--- src/core/bdc_pkg.sv ---
// Purpose: Constants, field positions and carrier types of the bridge DMA channel control.
// Assumes: One clock; registers reached through the block's own register port.
// Notes: What follows names each behaviour the channel keeps.
// What this block does
// - Writing one to go starts transfers; zero ignored; reads back zero.
// - Reset request from either bus resets an active channel; ignored when idle.
// - Active flag reads one while transferring, zero when idle.
// - Done sets on count expiry or processor done; channel then goes idle.
// - Separate PCI and local error flags; error, reset, done flags clear by writing one.
// - Command option picks plain memory commands or invalidate and read-line commands.
// - Nonzero watermark x requests PCI at 16x bytes, capped at 128 bytes when mastered; zero uses cache-line setting.
// - With decoding enabled, transfer code match qualifies the acknowledge strobe.
// - Type bit picks handshake or mastered; chaining bit picks direct or linked list.
// - Direction bit picks transfer direction; second control register mirrors it read-only.
// - Protocol bit picks older controller handshake or newer processor handshake.
// - Fast termination bits act only in older-controller handshake transfers.
// - Width bit makes the handshake local port 32-bit or 16-bit.
// - PCI address increments per word and wraps inside its 16-Mbyte block.
// - Count holds remaining bytes in words; drops by four per PCI data transfer.
// - Go does not start unless count is at least 16 bytes.
// - Packet loads update only count bits 19 to 2.
// - Local address is never incremented by the channel.
// - Port size field selects 32, 8 or 16 bits; invert bit flips byte order.
// - After each burst boundary of a mastered transfer, wait the coded local clock count before requesting.
// - Stop halts a mastered transfer after the bus cycle ends, then sets stopped.
package bdc_pkg;

  // Register offsets.
  localparam logic [11:0] BDC_OFS_CTRL = 12'h400;
  localparam logic [11:0] BDC_OFS_PADDR = 12'h404;
  localparam logic [11:0] BDC_OFS_COUNT = 12'h408;
  localparam logic [11:0] BDC_OFS_LADDR = 12'h40c;
  localparam logic [11:0] BDC_OFS_MOPT = 12'h410;
  localparam logic [31:0] BDC_RESET_VAL = 32'h0000_0000;

  // Field positions of channel_control_status.
  localparam int BDC_CS_GO = 31;
  localparam int BDC_CS_RSTREQ = 30;
  localparam int BDC_CS_ACT = 23;
  localparam int BDC_CS_RSTST = 22;
  localparam int BDC_CS_DONE = 21;
  localparam int BDC_CS_PERR = 20;
  localparam int BDC_CS_LERR = 19;
  localparam int BDC_CS_CMD = 18;
  localparam int BDC_CS_WM_LO = 12;
  localparam int BDC_CS_TC_LO = 8;
  localparam int BDC_CS_TCEN = 7;
  localparam int BDC_CS_CHAIN = 6;
  localparam int BDC_CS_MAST = 5;
  localparam int BDC_CS_DIR = 4;
  localparam int BDC_CS_HSSEL = 3;
  localparam int BDC_CS_DFT = 2;
  localparam int BDC_CS_SFT = 1;
  localparam int BDC_CS_HALF = 0;

  // Field positions of master_dma_options.
  localparam int BDC_MO_TC_LO = 28;
  localparam int BDC_MO_DIR = 27;
  localparam int BDC_MO_DSZ_LO = 25;
  localparam int BDC_MO_INV = 24;
  localparam int BDC_MO_WM_LO = 20;
  localparam int BDC_MO_OFF_LO = 16;
  localparam int BDC_MO_B4 = 15;
  localparam int BDC_MO_BEN = 14;
  localparam int BDC_MO_MAX_BURST_SIZE_SELECT = 9;
  localparam int BDC_MO_LOC = 8;
  localparam int BDC_MO_STOP = 7;
  localparam int BDC_MO_STST = 6;

  // Counts and limits.
  localparam logic [21:0] BDC_MIN_WORDS = 22'h00_0004;
  localparam logic [7:0] BDC_WM_MAX_HS = 8'hf0;
  localparam logic [7:0] BDC_WM_MAX_MS = 8'h80;
  localparam logic [5:0] BDC_BND_256 = 6'h3f;
  localparam logic [5:0] BDC_BND_64 = 6'h0f;

  // PCI bus commands.
  localparam logic [3:0] BDC_PCI_MR = 4'h6;
  localparam logic [3:0] BDC_PCI_MW = 4'h7;
  localparam logic [3:0] BDC_PCI_MRL = 4'he;
  localparam logic [3:0] BDC_PCI_MWI = 4'hf;

  typedef enum logic [2:0] {
    BDC_IDLE = 3'b001,
    BDC_RUN = 3'b010,
    BDC_HALT = 3'b100
  } bdc_state_t;

  // Decoded controls handed to the bus interface machines.
  typedef struct packed {
    logic mastered;
    logic linked;
    logic to_pci;
    logic new_handshake;
    logic dual_fast_term;
    logic slave_fast_term;
    logic half_port;
    logic [3:0] pci_cmd;
    logic [1:0] dest_port_size;
    logic byte_order;
    logic burst_en;
    logic burst_four;
    logic packet_location;
    logic [3:0] local_tc;
  } bdc_cfg_t;

  // Command packet contents loaded in linked-list mode.
  typedef struct packed {
    logic [31:2] pci_addr;
    logic [31:2] local_addr;
    logic [19:2] count;
    logic [11:0] options_top;
  } bdc_packet_t;

  // Back-off length in local clocks for each code; reserved codes give none.
  function automatic logic [10:0] bdc_off_cycles(input logic [2:0] code);
    case (code)
      3'h1: bdc_off_cycles = 11'h040;
      3'h2: bdc_off_cycles = 11'h080;
      3'h3: bdc_off_cycles = 11'h100;
      3'h4: bdc_off_cycles = 11'h200;
      3'h5: bdc_off_cycles = 11'h400;
      default: bdc_off_cycles = 11'h000;
    endcase
  endfunction

endpackage

--- src/core/bdc_off_timer.sv ---
// Purpose: Local bus back-off timer of the bridge DMA channel.
// Assumes: The local clock is the block clock.
// Notes: A start while counting reloads the timer.
module bdc_off_timer
  import bdc_pkg::*;
(
  input wire logic clk_in, // Block clock.
  input wire logic rst_in, // Asynchronous reset, active high.
  input wire logic start_in, // Burst boundary crossed.
  input wire logic [2:0] code_in, // Back-off code.
  output logic busy_out // Local bus requests held off.
);

  logic [10:0] cnt_q;
  logic [10:0] cnt_d;
  logic [10:0] load;

  // Load the coded length on a start, else count down to zero.
  assign load = bdc_off_cycles(code_in);
  assign cnt_d = start_in ? load : (cnt_q != 11'h000) ? cnt_q - 11'h001 : cnt_q;
  assign busy_out = (cnt_q != 11'h000);

  // Counter register.
  always_ff @(posedge clk_in or posedge rst_in)
  begin
    if (rst_in)
    begin
      cnt_q <= 11'h000;
    end
    else
    begin
      cnt_q <= cnt_d;
    end
  end

endmodule

--- src/core/bdc_channel.sv ---
// Purpose: Control, status, address and count registers of the bridge DMA channel.
// Assumes: Bus interface machines report each PCI word, local word, error and idle state.
// Notes: Register accesses from either bus arrive on one port; reads answer next cycle.
module bdc_channel
  import bdc_pkg::*;
(
  input wire logic clk_in, // Block clock, 250 MHz.
  input wire logic rst_in, // Global reset, asynchronous, active high.
  input wire logic reg_wr_in, // Register write strobe.
  input wire logic reg_rd_in, // Register read strobe.
  input wire logic [11:0] reg_addr_in, // Register offset.
  input wire logic [31:0] reg_wdata_in, // Write data.
  output logic [31:0] reg_rdata_out, // Read data, registered.
  output logic reg_ack_out, // Access answered, one-cycle pulse.
  input wire logic pkt_load_in, // Command packet loaded, one-cycle pulse.
  input wire bdc_packet_t pkt_in, // Command packet contents.
  input wire logic pci_word_in, // One 32-bit PCI data transfer done.
  input wire logic local_word_in, // One word moved on the local bus.
  input wire logic pci_err_in, // PCI bus error during transfer.
  input wire logic local_err_in, // Local bus error during transfer.
  input wire logic bus_busy_in, // A bus cycle is still in progress.
  input wire logic hs_done_pin_in, // Processor done pin, active high.
  input wire logic [3:0] tc_pins_in, // Processor transfer code pins.
  input wire logic global_byte_order_in, // Global local bus byte order.
  input wire logic [7:0] cache_line_setting_in, // Cache-line watermark in bytes.
  input wire logic [7:0] fifo_bytes_in, // Bytes queued in the inbound FIFO.
  output bdc_cfg_t cfg_out, // Decoded channel controls.
  output logic active_out, // Transfer in progress.
  output logic pci_req_ok_out, // Watermark reached, PCI may be requested.
  output logic local_req_ok_out, // Local bus may be requested.
  output logic ack_qual_out, // Qualifier for the handshake acknowledge.
  output logic [7:0] watermark_out // PCI request threshold in bytes.
);

  bdc_state_t st_q;
  bdc_state_t st_d;
  logic [31:0] cs_q;
  logic [31:2] padd_q;
  logic [23:2] cnt_q;
  logic [31:2] ladd_q;
  logic [31:0] mo_q;
  logic [31:0] rdata_q;
  logic ack_q;
  logic [1:0] done_s_q;
  logic [3:0] tc_s1_q;
  logic [3:0] tc_s2_q;
  logic [7:2] lbyte_q;

  // Address decode, one wire per register.
  logic wr_cs;
  logic wr_pa;
  logic wr_cn;
  logic wr_la;
  logic wr_mo;
  assign wr_cs = reg_wr_in && (reg_addr_in == BDC_OFS_CTRL);
  assign wr_pa = reg_wr_in && (reg_addr_in == BDC_OFS_PADDR);
  assign wr_cn = reg_wr_in && (reg_addr_in == BDC_OFS_COUNT);
  assign wr_la = reg_wr_in && (reg_addr_in == BDC_OFS_LADDR);
  assign wr_mo = reg_wr_in && (reg_addr_in == BDC_OFS_MOPT);

  // Channel events.
  logic idle;
  logic go_wr;
  logic start;
  logic rst_req;
  logic last_word;
  logic hs_done;
  logic finish;
  logic stop_bit;
  logic halt_now;
  logic hs_mode;
  assign idle = (st_q == BDC_IDLE);
  assign hs_mode = !cs_q[BDC_CS_MAST];
  assign go_wr = wr_cs && reg_wdata_in[BDC_CS_GO];
  assign start = go_wr && idle && (cnt_q >= BDC_MIN_WORDS);
  assign rst_req = wr_cs && reg_wdata_in[BDC_CS_RSTREQ] && !idle;
  assign last_word = pci_word_in && (st_q == BDC_RUN) && (cnt_q == 22'h00_0001);
  assign hs_done = done_s_q[1] && hs_mode && !idle;
  assign finish = !rst_req && (last_word || hs_done);
  assign stop_bit = wr_mo ? reg_wdata_in[BDC_MO_STOP] : mo_q[BDC_MO_STOP];
  assign halt_now = stop_bit && cs_q[BDC_CS_MAST] && !bus_busy_in;

  // Channel state machine.
  always_comb
  begin
    st_d = st_q;
    case (st_q)
      BDC_IDLE:
      begin
        if (start)
          st_d = BDC_RUN;
      end
      BDC_RUN:
      begin
        if (rst_req || finish)
          st_d = BDC_IDLE;
        else if (halt_now)
          st_d = BDC_HALT;
      end
      BDC_HALT:
      begin
        if (rst_req || hs_done)
          st_d = BDC_IDLE;
        else if (!stop_bit)
          st_d = BDC_RUN;
      end
      default:
        st_d = BDC_IDLE;
    endcase
  end

  // Sticky status flags: a hardware set wins over a write-one clear.
  logic rst_st_d;
  logic done_d;
  logic perr_d;
  logic lerr_d;
  logic [31:0] w1c;
  assign w1c = wr_cs ? reg_wdata_in : 32'h0000_0000;
  assign rst_st_d = rst_req || (cs_q[BDC_CS_RSTST] && !w1c[BDC_CS_RSTST]);
  assign done_d = finish || (cs_q[BDC_CS_DONE] && !w1c[BDC_CS_DONE]);
  assign perr_d = (pci_err_in && !idle) || (cs_q[BDC_CS_PERR] && !w1c[BDC_CS_PERR]);
  assign lerr_d = (local_err_in && !idle) || (cs_q[BDC_CS_LERR] && !w1c[BDC_CS_LERR]);

  // Control register next value; go and reset request are never stored.
  logic [31:0] cs_d;
  assign cs_d = {2'b00, 6'h00, 1'b0, rst_st_d, done_d, perr_d, lerr_d,
                 wr_cs ? reg_wdata_in[18:0] : cs_q[18:0]} &
                ~(32'h1 << BDC_CS_ACT);

  // Options register next value; mirror bit stored as zero, stopped bit follows the channel.
  logic [31:0] mo_wr;
  logic [31:0] mo_d;
  logic stopped_d;
  assign mo_wr = wr_mo ? reg_wdata_in : mo_q;
  assign stopped_d = (st_d == BDC_HALT);
  assign mo_d = {pkt_load_in ? {pkt_in.options_top[11:8], 1'b0, pkt_in.options_top[6:0]}
                             : {mo_wr[31:28], 1'b0, mo_wr[26:20]},
                 1'b0, mo_wr[18:14], 4'h0, mo_wr[9:7], stopped_d, 6'h00};

  // PCI address steps a word and wraps inside its 16-Mbyte block.
  logic [31:2] padd_d;
  assign padd_d = pkt_load_in ? pkt_in.pci_addr :
                  wr_pa ? reg_wdata_in[31:2] :
                  (pci_word_in && st_q == BDC_RUN) ?
                  {padd_q[31:24], padd_q[23:2] + 22'h00_0001} : padd_q;

  // Count drops one word per PCI data transfer; packets touch bits 19 to 2 only.
  logic [23:2] cnt_d;
  assign cnt_d = pkt_load_in ? {cnt_q[23:20], pkt_in.count} :
                 wr_cn ? reg_wdata_in[23:2] :
                 (pci_word_in && st_q == BDC_RUN && !rst_req) ?
                 cnt_q - 22'h00_0001 : cnt_q;

  // Local address is loaded only, never stepped.
  logic [31:2] ladd_d;
  assign ladd_d = pkt_load_in ? pkt_in.local_addr :
                  wr_la ? reg_wdata_in[31:2] : ladd_q;

  // Read data mux.
  logic [31:0] rd_mux;
  assign rd_mux = (reg_addr_in == BDC_OFS_CTRL) ? (cs_q | ({31'h0, !idle} << BDC_CS_ACT)) :
                  (reg_addr_in == BDC_OFS_PADDR) ? {padd_q, 2'b00} :
                  (reg_addr_in == BDC_OFS_COUNT) ? {8'h00, cnt_q, 2'b00} :
                  (reg_addr_in == BDC_OFS_LADDR) ? {ladd_q, 2'b00} :
                  (reg_addr_in == BDC_OFS_MOPT) ? mo_q | ({31'h0, cs_q[BDC_CS_DIR]} << BDC_MO_DIR) :
                  32'h0000_0000;

  // Register file and state.
  always_ff @(posedge clk_in or posedge rst_in)
  begin
    if (rst_in)
    begin
      st_q <= BDC_IDLE;
      cs_q <= BDC_RESET_VAL;
      padd_q <= 30'h0000_0000;
      cnt_q <= 22'h00_0000;
      ladd_q <= 30'h0000_0000;
      mo_q <= BDC_RESET_VAL;
    end
    else
    begin
      st_q <= st_d;
      cs_q <= cs_d;
      padd_q <= padd_d;
      cnt_q <= cnt_d;
      ladd_q <= ladd_d;
      mo_q <= mo_d;
    end
  end

  // Read answer, one cycle after the strobe.
  always_ff @(posedge clk_in or posedge rst_in)
  begin
    if (rst_in)
    begin
      rdata_q <= 32'h0000_0000;
      ack_q <= 1'b0;
    end
    else
    begin
      rdata_q <= reg_rd_in ? rd_mux : rdata_q;
      ack_q <= reg_rd_in || reg_wr_in;
    end
  end

  // Pin synchronisers for the done and transfer code pins.
  always_ff @(posedge clk_in or posedge rst_in)
  begin
    if (rst_in)
    begin
      done_s_q <= 2'b00;
      tc_s1_q <= 4'h0;
      tc_s2_q <= 4'h0;
    end
    else
    begin
      done_s_q <= {done_s_q[0], hs_done_pin_in};
      tc_s1_q <= tc_pins_in;
      tc_s2_q <= tc_s1_q;
    end
  end

  // Local burst boundary tracking: word offset within the burst window.
  logic [5:0] bnd;
  logic crossed;
  assign bnd = mo_q[BDC_MO_MAX_BURST_SIZE_SELECT] ? BDC_BND_64 : BDC_BND_256;
  assign crossed = local_word_in && !idle && ((lbyte_q & bnd) == bnd);
  always_ff @(posedge clk_in or posedge rst_in)
  begin
    if (rst_in)
    begin
      lbyte_q <= 6'h00;
    end
    else
    begin
      lbyte_q <= start ? 6'h00 : (local_word_in && !idle) ? lbyte_q + 6'h01 : lbyte_q;
    end
  end

  logic off_busy;
  bdc_off_timer u_off (
    .clk_in(clk_in),
    .rst_in(rst_in),
    .start_in(crossed && cs_q[BDC_CS_MAST]),
    .code_in(mo_q[BDC_MO_OFF_LO +: 3]),
    .busy_out(off_busy)
  );

  // Watermark: 16 bytes per step, capped per transfer type, zero uses cache line.
  logic [3:0] wm;
  logic [7:0] wm_raw;
  logic [7:0] wm_cap;
  assign wm = hs_mode ? cs_q[BDC_CS_WM_LO +: 4] : mo_q[BDC_MO_WM_LO +: 4];
  assign wm_raw = {wm, 4'h0};
  assign wm_cap = hs_mode ? BDC_WM_MAX_HS : BDC_WM_MAX_MS;
  assign watermark_out = (wm == 4'h0) ? cache_line_setting_in :
                         (wm_raw > wm_cap) ? wm_cap : wm_raw;
  assign pci_req_ok_out = (st_q == BDC_RUN) && (fifo_bytes_in >= watermark_out);

  // Handshake acknowledge qualifier from transfer code match.
  assign ack_qual_out = !cs_q[BDC_CS_TCEN] || (tc_s2_q == cs_q[BDC_CS_TC_LO +: 4]);

  // Decoded controls.
  logic old_hs;
  assign old_hs = hs_mode && !cs_q[BDC_CS_HSSEL];
  assign cfg_out.mastered = cs_q[BDC_CS_MAST];
  assign cfg_out.linked = cs_q[BDC_CS_CHAIN];
  assign cfg_out.to_pci = cs_q[BDC_CS_DIR];
  assign cfg_out.new_handshake = cs_q[BDC_CS_HSSEL];
  assign cfg_out.dual_fast_term = old_hs && cs_q[BDC_CS_DFT];
  assign cfg_out.slave_fast_term = old_hs && cs_q[BDC_CS_SFT];
  assign cfg_out.half_port = hs_mode && cs_q[BDC_CS_HALF];
  assign cfg_out.pci_cmd = cs_q[BDC_CS_DIR] ?
                           (cs_q[BDC_CS_CMD] ? BDC_PCI_MWI : BDC_PCI_MW) :
                           (cs_q[BDC_CS_CMD] ? BDC_PCI_MRL : BDC_PCI_MR);
  assign cfg_out.dest_port_size = mo_q[BDC_MO_DSZ_LO +: 2];
  assign cfg_out.byte_order = global_byte_order_in ^ mo_q[BDC_MO_INV];
  assign cfg_out.burst_en = mo_q[BDC_MO_BEN];
  assign cfg_out.burst_four = mo_q[BDC_MO_B4];
  assign cfg_out.packet_location = mo_q[BDC_MO_LOC];
  assign cfg_out.local_tc = mo_q[BDC_MO_TC_LO +: 4];

  assign active_out = !idle;
  assign local_req_ok_out = (st_q == BDC_RUN) && !off_busy;
  assign reg_rdata_out = rdata_q;
  assign reg_ack_out = ack_q;

  // Checks of channel behaviour.
  property p_go_reads_zero;
    @(posedge clk_in) disable iff (rst_in)
    reg_rd_in && reg_addr_in == BDC_OFS_CTRL |=> !reg_rdata_out[BDC_CS_GO];
  endproperty
  a_go_reads_zero: assert property (p_go_reads_zero) else $error("go bit read one");

  property p_reset_active;
    @(posedge clk_in) disable iff (rst_in)
    rst_req |=> !active_out && cs_q[BDC_CS_RSTST];
  endproperty
  a_reset_active: assert property (p_reset_active) else $error("reset not taken");

  property p_reset_idle;
    @(posedge clk_in) disable iff (rst_in)
    idle && !cs_q[BDC_CS_RSTST] && wr_cs |=> !cs_q[BDC_CS_RSTST];
  endproperty
  a_reset_idle: assert property (p_reset_idle) else $error("idle reset took effect");

  property p_done_last;
    @(posedge clk_in) disable iff (rst_in)
    last_word && !rst_req |=> cs_q[BDC_CS_DONE] && !active_out && cnt_q == 22'h00_0000;
  endproperty
  a_done_last: assert property (p_done_last) else $error("done not set at count end");

  property p_count_step;
    @(posedge clk_in) disable iff (rst_in)
    pci_word_in && st_q == BDC_RUN && !rst_req && !pkt_load_in && !wr_cn
    |=> cnt_q == $past(cnt_q) - 22'h00_0001;
  endproperty
  a_count_step: assert property (p_count_step) else $error("count step wrong");

  property p_addr_wrap;
    @(posedge clk_in) disable iff (rst_in)
    pci_word_in && st_q == BDC_RUN && !pkt_load_in && !wr_pa
    |=> padd_q[31:24] == $past(padd_q[31:24]);
  endproperty
  a_addr_wrap: assert property (p_addr_wrap) else $error("address left its block");

  property p_min_count;
    @(posedge clk_in) disable iff (rst_in)
    go_wr && idle && cnt_q < BDC_MIN_WORDS |=> !active_out;
  endproperty
  a_min_count: assert property (p_min_count) else $error("started below minimum");

  property p_stop_halts;
    @(posedge clk_in) disable iff (rst_in)
    st_q == BDC_RUN && halt_now && !rst_req && !finish |=> mo_q[BDC_MO_STST] ##1 !pci_req_ok_out;
  endproperty
  a_stop_halts: assert property (p_stop_halts) else $error("stop not honoured");

  property p_tc_qual;
    @(posedge clk_in) disable iff (rst_in)
    cs_q[BDC_CS_TCEN] && $past(tc_pins_in, 2) != cs_q[BDC_CS_TC_LO +: 4] |-> !ack_qual_out;
  endproperty
  a_tc_qual: assert property (p_tc_qual) else $error("code mismatch acknowledged");

endmodule

--- config.mk ---
export PLATFORM = sky130hd
export DESIGN_NAME = bdc_channel
export DESIGN_NICKNAME = d
export VERILOG_FILES = /design/src/core/bdc_pkg.sv /design/src/core/bdc_off_timer.sv /design/src/core/bdc_channel.sv
export SDC_FILE = /design/constraint.sdc
export NUM_CORES = 1
export LEC_CHECK = 0
export CORE_ASPECT_RATIO = 1.75
export CORE_MARGIN = 2
export CORE_UTILIZATION = 69
export DETAILED_ROUTE_END_ITERATION = 10
export DONT_BUFFER_PORTS = 1
export PLACE_DENSITY = 0.91
export SYNTH_ARGS = -nofsm -noshare
export SYNTH_HDL_FRONTEND = slang
export SYNTH_SLANG_ARGS = --single-unit
export TNS_END_PERCENT = 100
--- constraint.sdc ---
create_clock -name clk_in -period 13.19 [get_ports clk_in]
set_input_delay 1.319 -clock clk_in [delete_from_list [all_inputs] [get_ports clk_in]]
set_output_delay 1.319 -clock clk_in [all_outputs]
set_load 0.01 [all_outputs]
* Yosys cells after proc, flatten, opt, wreduce, memory -nomap -nowiden
Index checks and enable logic that the tools add are counted.
Widths: inputs -> output; s select.
** Word-level totals
- Logic and storage cells :: 147
- Register bits :: 189
- Input bits :: 166
- Output and inout port bits :: 66
** Operators by class
- Reductions and logical operators :: 64
- Equality and inequality tests :: 17
- Bitwise logic cells :: 5
- Muxes and demuxes :: 36
- $add $sub $neg :: 4
- Magnitude comparators :: 3
** Operator list (count)
- $mux 32 :: 6
- $mux 30 :: 4
- $mux 22 :: 3
- $eq 12x11->1 const B :: 5
- $pmux 11 s5 :: 1
- $logic_and 1x1->1 :: 33
- $or 32x28->32 :: 1
- $or 23x24->24 :: 1
- $mux 23 :: 1
- $add 22x1->22 const B :: 1
- $eq 22x1->1 const B :: 1
- $ge 22x3->1 const B :: 1
- $mux 11 :: 2
- $sub 22x1->22 const B :: 1
- $mux 18 :: 1
- $mux 6 :: 3
- $mux 4 :: 4
- $mux 8 :: 2
- $mux 3 :: 5
- $eq 3x3->1 const B :: 4
- $mux 12 :: 1
- $reduce_bool 2->1 :: 6
- $logic_not 1->1 :: 11
- $reduce_bool 11->1 :: 1
- other kinds (18) :: 30

* Longest topological paths before layout
Gate-level depths: netlist of the first run.
- Depth in word-level cells :: 10
- Gate-level depth with buffers :: 14

* By module
Synthesis of the first run repeated with hierarchy kept, for this count alone.
** Unflattened totals
- Cells, all modules :: 1183
- Area total of the unflattened synthesis :: 10635.2 um2
** By module, submodules not included
- bdc_channel :: cells an instance 1115, area each 9995.8 um2, sequential area each 4430.5 um2, times used 1
- bdc_off_timer :: cells an instance 68, area each 639.4 um2, sequential area each 275.3 um2, times used 1

* Worst setup path before layout of the first run
OpenSTA, ideal clock, no wires.
- Kind :: reg-to-output
- Start :: register cs_q[5]
- End :: output pci_req_ok_out
- Data arrival time :: 2.759 ns
- Buffers on the path :: 1
- Stages on the path, launching flop included :: 15
- Path slack :: 9.112 ns
- Cell sequence :: dfrtp_1 -> clkbuf_1 -> mux2i_1 -> inv_1 -> ha_1 -> nand2_1 -> nor2_1 -> o22ai_1 -> nor2b_1 -> o21ai_0 -> o21ai_0 -> ha_1 -> a21o_1 -> a211oi_1 -> a211oi_1
** On the way
- Cells in the longest elaborated chain, start to end :: 6
- Elaborated cells between the ends (all ways) :: 8
- Classes of those cells :: order compare (2); mux (4); reduce/logical (2)
** RTL lines
- from (decl) :: RTL line bdc_channel.sv:37 : logic [31:0] cs_q;
- from (signal assigned) :: RTL line bdc_channel.sv:183 : cs_q <= cs_d;
- $mux 4 or $mux 7 (tied branches) :: RTL line bdc_channel.sv:253, bdc_channel.sv:255
- $gt 8x8->1 :: RTL line bdc_channel.sv:257 : (wm_raw > wm_cap) ? wm_cap : wm_raw;
- $mux 8 :: RTL line bdc_channel.sv:257
- $mux 8 (*) :: RTL line bdc_channel.sv:256 : assign watermark_out = (wm == 4'h0) ? cache_line_setting_in :
- $ge 8x8->1 (*) :: RTL line bdc_channel.sv:258 : assign pci_req_ok_out = (st_q == BDC_RUN) && (fifo_bytes_in >= watermark_out);
- $logic_and 1x1->1 (*) :: RTL line bdc_channel.sv:258
- to (decl) :: RTL line bdc_channel.sv:29 : output logic pci_req_ok_out,
Every way passes the cells marked *; elsewhere a longest branch is shown, timed or not.

* Worst setup path in the final report of the first run
Same ends and word-level chain as after synthesis.

==> results.sh, run 1 <==
export IMPL_crit_family="compound AO/OA/AOI/OAI gates"
export IMPL_ioPinCount=232
export IMPL_cpMaxStageDelayCell="dfrtp_1"
export IMPL_rsz0062_at_grt="false"
export IMPL_die_h_um=168
export IMPL_clockBufferDepth=2
export IMPL_cpPeakStageDelay_ns=0.92
export IMPL_cts_root_buffer="clkbuf_16"
export IMPL_leakage_uw=0.00506
export IMPL_drive_gt1_share_pct=7.26
export IMPL_synth_cell_types=79
export IMPL_p_sw_share_pct=27.8
export IMPL_cts_sinks=188
export IMPL_antenna_found_initial=0
export IMPL_max_slew_margin_pct=28.2
export IMPL_grt_pass1_vias=9555
export IMPL_drv_slew=0
export IMPL_initial_core_util_pct=70.0
export IMPL_whs_ns=0.355
export IMPL_p_sw_uw=355
export IMPL_grt_max_degree=173
export IMPL_vias=9535
export IMPL_yosysWarnings=0
export IMPL_io_buffer_count=0
export IMPL_maxCapViolations=0
export IMPL_ys_ff_latch=188
export IMPL_hold_buffers=0
export IMPL_cts_resized=0
export IMPL_layout_nets=1284
export IMPL_gp_congestion=1.05
export IMPL_synth_area_per_cell_um2=9.17
export IMPL_post_cts_buffers=0
export IMPL_fmax_ghz=0.193
export IMPL_reg2reg_depth=6
export IMPL_hp_class="reg2reg"
export IMPL_rows=60
export IMPL_worstPathBufferInverterCount=1
export IMPL_drtIter0Drc=1270
export IMPL_ys_async_sr_fraction_pct=100
export IMPL_crit_fanout=19
export IMPL_peakVddDrop_v=0.0000937
export IMPL_worst_setup_path_end_kind="output pin"
export IMPL_synthCells=1163
export IMPL_status="finished, final reports clean"
export IMPL_wl_per_cell_um=26.6
export IMPL_worstSetupStartpointType="flip-flop"
export IMPL_overflow=0
export IMPL_clock_latency_ns=0.44
export IMPL_critPathRequiredTime_ns=11.87
export IMPL_synth_ff_type="dfrtp_1"
export IMPL_yosysSeqAreaShare_pct=44.1
export IMPL_final_cell_mix="dfrtp_1, nand2_1, o21ai_0"
export IMPL_synth_edf_count=0
export IMPL_vias_per_cell=7.33
export IMPL_final_common_cell="dfrtp_1"
export IMPL_crit_type="reg2out"
export IMPL_setup_violations=0
export IMPL_hold_viol_final=0
export IMPL_powerDensity_mw_per_mm2=114
export IMPL_p_int_uw=921
export IMPL_dpl_hpwl_mm=24.8
export IMPL_area_growth_pct=4.65
export IMPL_drtPass1Iterations=7
export IMPL_core_mm2=0.0152
export IMPL_syn_area_mm2=0.0107
export IMPL_period_needed_ns=5.18
export IMPL_htreeDepth=4
export IMPL_seqPwrFrac_pct=50.4
export IMPL_numCtsBuffers=17
export IMPL_fin_setup_tns_ns=0
export IMPL_path_cells="mux2i_1 -> inv_1 -> ha_1 -> nand2_1 -> nor2_1 -> o22ai_1 -> nor2b_1 -> o21ai_0 -> o21ai_0 -> ha_1 -> a21o_1 -> a211oi_1 -> a211oi_1"
export IMPL_grt_pass1_wl_mm=53.0
export IMPL_fin_crit_sh_pct=39.2
export IMPL_crit_cells=13
export IMPL_path_clk_slew_ns=0.08
export IMPL_clock_skew_ns=0.0154
export IMPL_arrival_ns=3.86
export IMPL_cts_tree="built"
export IMPL_die_w_um=98.0
export IMPL_pwr_share_comb_pct=8.2
export IMPL_gr_usage_all_layers_pct=42.0
export IMPL_drc_errors=0
export IMPL_die_area_mm2=0.0165
export IMPL_holdPathStages=0
export IMPL_insertedDiodeCount=0
export IMPL_tightest_slew_ns=1.07
export IMPL_routed_wl_mm=34.6
export IMPL_p_clk_share_pct=41.4
export IMPL_drtAntennaViolNets=0
[worst paths after layout]
check | endpoint | startpoint | slack (ns)
worst max-delay path | pci_req_ok_out | cs_q[5] | 8.01
worst min-delay path | tc_s2_q[3] | tc_s1_q[3] | 0.35
worst max register to register | cnt_q[18] | cnt_q[4] | 10.64
worst min register to register | tc_s2_q[3] | tc_s1_q[3] | 0.35
max in group asynchronous | mo_q[25] | rst_in | 11.02
min in group asynchronous | u_off.cnt_q[3] | rst_in | 0.88
[area by class of cell]
class / instances / area [µm²]
Clock inverter: 14 / 169
Multi-Input combinational cell: 850 / 5410
Clock buffer: 18 / 429
Inverter: 35 / 139
Fill cell: 1112 / 4080
Timing Repair Buffer: 10 / 75.1
Tap cell: 186 / 233
Sequential cell: 188 / 4710
[flip-flops by register name, indices dropped and copies added (netlist names)]
| signal | flops |
|---|---|
| cnt_q | 22 |
| cs_q | 23 |
| done_s_q | 2 |
| ladd_q | 30 |
| lbyte_q | 6 |
| mo_q | 20 |
| padd_q | 30 |
| reg_ack_out | 1 |
| reg_rdata_out | 32 |
| st_q | 3 |
| tc_s1_q | 4 |
| tc_s2_q | 4 |
| u_off.cnt_q | 11 |
[synthesized netlist by cell type (20+ instances only)]
master	n	share of area [%]
a21oi_1	63	3.0
a221oi_1	22	1.8
buf_4	21	1.5
clkbuf_1	52	1.8
dfrtp_1	187	44
inv_1	35	1.2
mux2i_1	63	5.9
nand2_1	176	6.2
nand4_1	23	1.3
nor2_1	68	2.4
nor3_1	39	1.8
o21ai_0	109	5.1
xnor2_1	28	2.3
xor2_1	20	1.6
[cells by family after synthesis]
| family | count (synthesis) | synth area share (%) |
|---|---|---|
| buf+inv | 126 | 5.46 |
| flops | 188 | 44.1 |
| other cells | 1 | 0.0352 |
| xor+xnor | 48 | 3.94 |
| compound gates | 290 | 17.6 |
| mux | 79 | 7.73 |
| simple gates | 415 | 19.3 |
| fa+ha+maj | 16 | 1.88 |
[power by group through the flow]
stage               Combinational, µW  Sequential, µW  Clock [µW]
floorplan                        95.6             636           0
CTS                               104             641         530
global route                      117             645         551
global placement                 98.3             651           0
finish                            105             643         529
detailed placement                103             652           0
[metal layers]
metal	part of all wire, %	GRT usage [%]	vias to the layer above
li1	-	-	4058
met5	0	0	-
met3	11	10.8	191
met1	31	45.5	4555
met4	9.3	33.0	0
met2	49	69.2	731
[per-stage QoR]
stage          util [%]  setup slack [ns]  total power, µW  instances  cell area (µm²)
2_1_floorplan         -              6.76              732       1164            10700
3_3_place_gp       69.3              8.58              749       1269            10600
3_5_place_dp       69.3              8.53              754       1269            10600
4_1_cts            73.2              8.07             1270       1301            11200
5_1_grt            73.2              7.77             1310       1301            11200
6_report           73.2              8.01             1280       1301            11200
Note: power is estimated with default switching activity, not from simulation.
==> run 2, diff against run 1 <==
--- a/config.mk
+++ b/config.mk
@@ -7,10 +7,10 @@
 export LEC_CHECK = 0
 export CORE_ASPECT_RATIO = 1.75
 export CORE_MARGIN = 2
-export CORE_UTILIZATION = 69
+export CORE_UTILIZATION = 64
 export DETAILED_ROUTE_END_ITERATION = 10
 export DONT_BUFFER_PORTS = 1
-export PLACE_DENSITY = 0.91
+export PLACE_DENSITY = 0.86
 export SYNTH_ARGS = -nofsm -noshare
 export SYNTH_HDL_FRONTEND = slang
 export SYNTH_SLANG_ARGS = --single-unit
==> constraint.sdc (replaced) <==
create_clock -name clk_in -period 4.9 [get_ports clk_in]
set_input_delay 0.49 -clock clk_in [delete_from_list [all_inputs] [get_ports clk_in]]
set_output_delay 0.49 -clock clk_in [all_outputs]
set_load 0.01 [all_outputs]
==> run 2 against run 1 <==
Sequential share of layout area fell by 0.17 points. Register-to-register slack got worse by 8.3 ns. Sequential cell count did not move. Clock-buffer cell count is 1 higher. Critical path depth unchanged. Power grew to 2.6 times the previous value. Utilization down 4.8 points. Largest cell class unchanged. Highest routed layer unchanged.
==> results.sh, run 2 (synthesized netlist as in run 1, its figures left out) <==
export IMPL_pre_cts_slack_ns=1.01
export IMPL_die_area_mm2=0.0177
export IMPL_die_w_um=102
export IMPL_drc_errors=0
export IMPL_top_layer="met4"
export IMPL_antenna_found_initial=0
export IMPL_drtIter0Drc=1034
export IMPL_leakage_uw=0.00506
export IMPL_worstSetupEndpoint="pci_req_ok_out"
export IMPL_final_common_cell="dfrtp_1"
export IMPL_drive_gt1_share_pct=7.53
export IMPL_crit_type="reg2out"
export IMPL_hp_class="in2reg"
export IMPL_crit_reg2reg_launch="u_off.cnt_q[0]"
export IMPL_hold_viol_final=0
export IMPL_setup_slack_ns=0.506
export IMPL_core_mm2=0.0164
export IMPL_vias=9217
export IMPL_worstSetupStartpointType="flip-flop"
export IMPL_fin_crit_sh_pct=89.7
export IMPL_cts_tree="built"
export IMPL_crit_path_start="cs_q[5]"
export IMPL_hold_buffers=0
export IMPL_ff2ff_setup_slack_ns=2.35
export IMPL_layout_nets=1285
export IMPL_final_cell_mix="dfrtp_1, nand2_1, o21ai_0"
export IMPL_max_slew_margin_pct=26.9
export IMPL_path_clk_slew_ns=0.07
export IMPL_cts_sinks=188
export IMPL_powerDensity_mw_per_mm2=301
export IMPL_htreeDepth=4
export IMPL_timing_rr_end="u_off.cnt_q[7]"
export IMPL_status="finished, final reports clean"
export IMPL_fin_setup_tns_ns=0
export IMPL_dp_cells=1308
export IMPL_period_needed_ns=4.39
export IMPL_holdPathStages=0
export IMPL_die_h_um=175
export IMPL_clock_latency_ns=0.44
export IMPL_critPathRequiredTime_ns=4.41
export IMPL_drv_slew=0
export IMPL_post_cts_buffers=0
export IMPL_gr_usage_all_layers_pct=38.4
export IMPL_setup_violations=0
export IMPL_initial_core_util_pct=65.1
export IMPL_largest_reg_flops=32
export IMPL_drtAntennaViolNets=0
export IMPL_maxCapViolations=0
export IMPL_io_buffer_count=0
export IMPL_clock_skew_ns=0.00765
export IMPL_peakVddDrop_v=0.000261
export IMPL_grt_pass1_wl_mm=51.1
export IMPL_grt_pass1_vias=9159
export IMPL_drt_met1_wl_mm=11.5
export IMPL_fmax_ghz=0.228
export IMPL_rsz0062_at_grt="false"
export IMPL_tightest_slew_ns=1.10
export IMPL_clockBufferDepth=2
export IMPL_instances_no_fill=1340
export IMPL_rows=62
export IMPL_area_growth_pct=5.08
export IMPL_drtPass1Iterations=8
export IMPL_cts_resized=0
export IMPL_numCtsBuffers=17
export IMPL_crit_fanout=19
export IMPL_cts_root_buffer="clkbuf_16"
export IMPL_overflow=0
export IMPL_reg2reg_depth=8
export IMPL_insertedDiodeCount=0
export IMPL_gp_congestion=0.984
export IMPL_wl_met3_mm=3.15
export IMPL_wl_met2_mm=16.4
export IMPL_grt_max_degree=189
export IMPL_worst_setup_path_end_kind="output pin"
export IMPL_vias_per_cell=6.88
export IMPL_arrival_ns=3.90
export IMPL_ioPinCount=232
export IMPL_fin_util_pct=68.4
export IMPL_power_uw=3370
export IMPL_wl_per_cell_um=25.3
export IMPL_routed_wl_mm=33.9
export IMPL_dpl_hpwl_mm=24.9
## run 2: cell types whose count changed in the layout (fill, tap and decap cells not counted)
cell        delta
nor3_1         -1
inv_6          -1
inv_8          -3
nor3_2         +1
clkinv_8       -1
buf_12         +1
clkinv_4       +3
clkinvlp_4     +1
bufinv_16      -1
clkinv_2       +1
clkbuf_1       -1
clkbuf_8       +2
## run 2: worst min path at each step
stage,start,end
after floorplan,done_s_q[0],done_s_q[1]
after global placement,tc_s1_q[3],tc_s2_q[3]
after detailed placement,tc_s1_q[1],tc_s2_q[1]
after CTS,tc_pins_in[1],tc_s1_q[1]
after global routing,tc_pins_in[0],tc_s1_q[0]
final,tc_pins_in[1],tc_s1_q[1]
## run 2: report_power, final
group	switching [µW]	internal (µW)	total [µW]	leakage, µW
clock	665	699	1360	0.000286
sequential	99.9	1630	1730	0.00239
combinational	165	116	282	0.00238
## run 2: per-stage QoR
stage	hold WS, ns	instance area [µm²]
finish	0.0682	11200
global route	0.0570	11200
CTS	0.0616	11200
detailed placement	0.335	10600
global placement	0.332	10600
floorplan	0.331	10700
## run 2: area by class of cell
| cell class | count | area (µm²) |
|---|---|---|
| fill | 1292 | 5160 |
| inverter | 35 | 135 |
| multi-input combinational | 850 | 5410 |
| tap | 224 | 280 |
| sequential | 188 | 4710 |
| clock inverter | 13 | 123 |
| clock buffer | 19 | 453 |
| timing repair buffer | 11 | 95.1 |
## run 2: metal layers
| layer | global-route usage, % | vias to the layer above |
|---|---|---|
| met4 | 26.2 | 0 |
| met1 | 43.5 | 4435 |
| met5 | 0 | - |
| li1 | - | 4062 |
| met3 | 9.96 | 157 |
| met2 | 62.3 | 563 |
## run 2: worst max-delay path, stage by stage (launching register included)
cell and delay, ns:
dfrtp_1 0.92, mux2i_1 0.43, inv_1 0.08, ha_1 0.31, nand2_1 0.08, nor2_1 0.10
o22ai_1 0.09, nor2b_1 0.15, o21ai_0 0.24, o21ai_0 0.14, ha_1 0.31, a21o_1 0.12
a211oi_1 0.06, a211oi_1 0.41
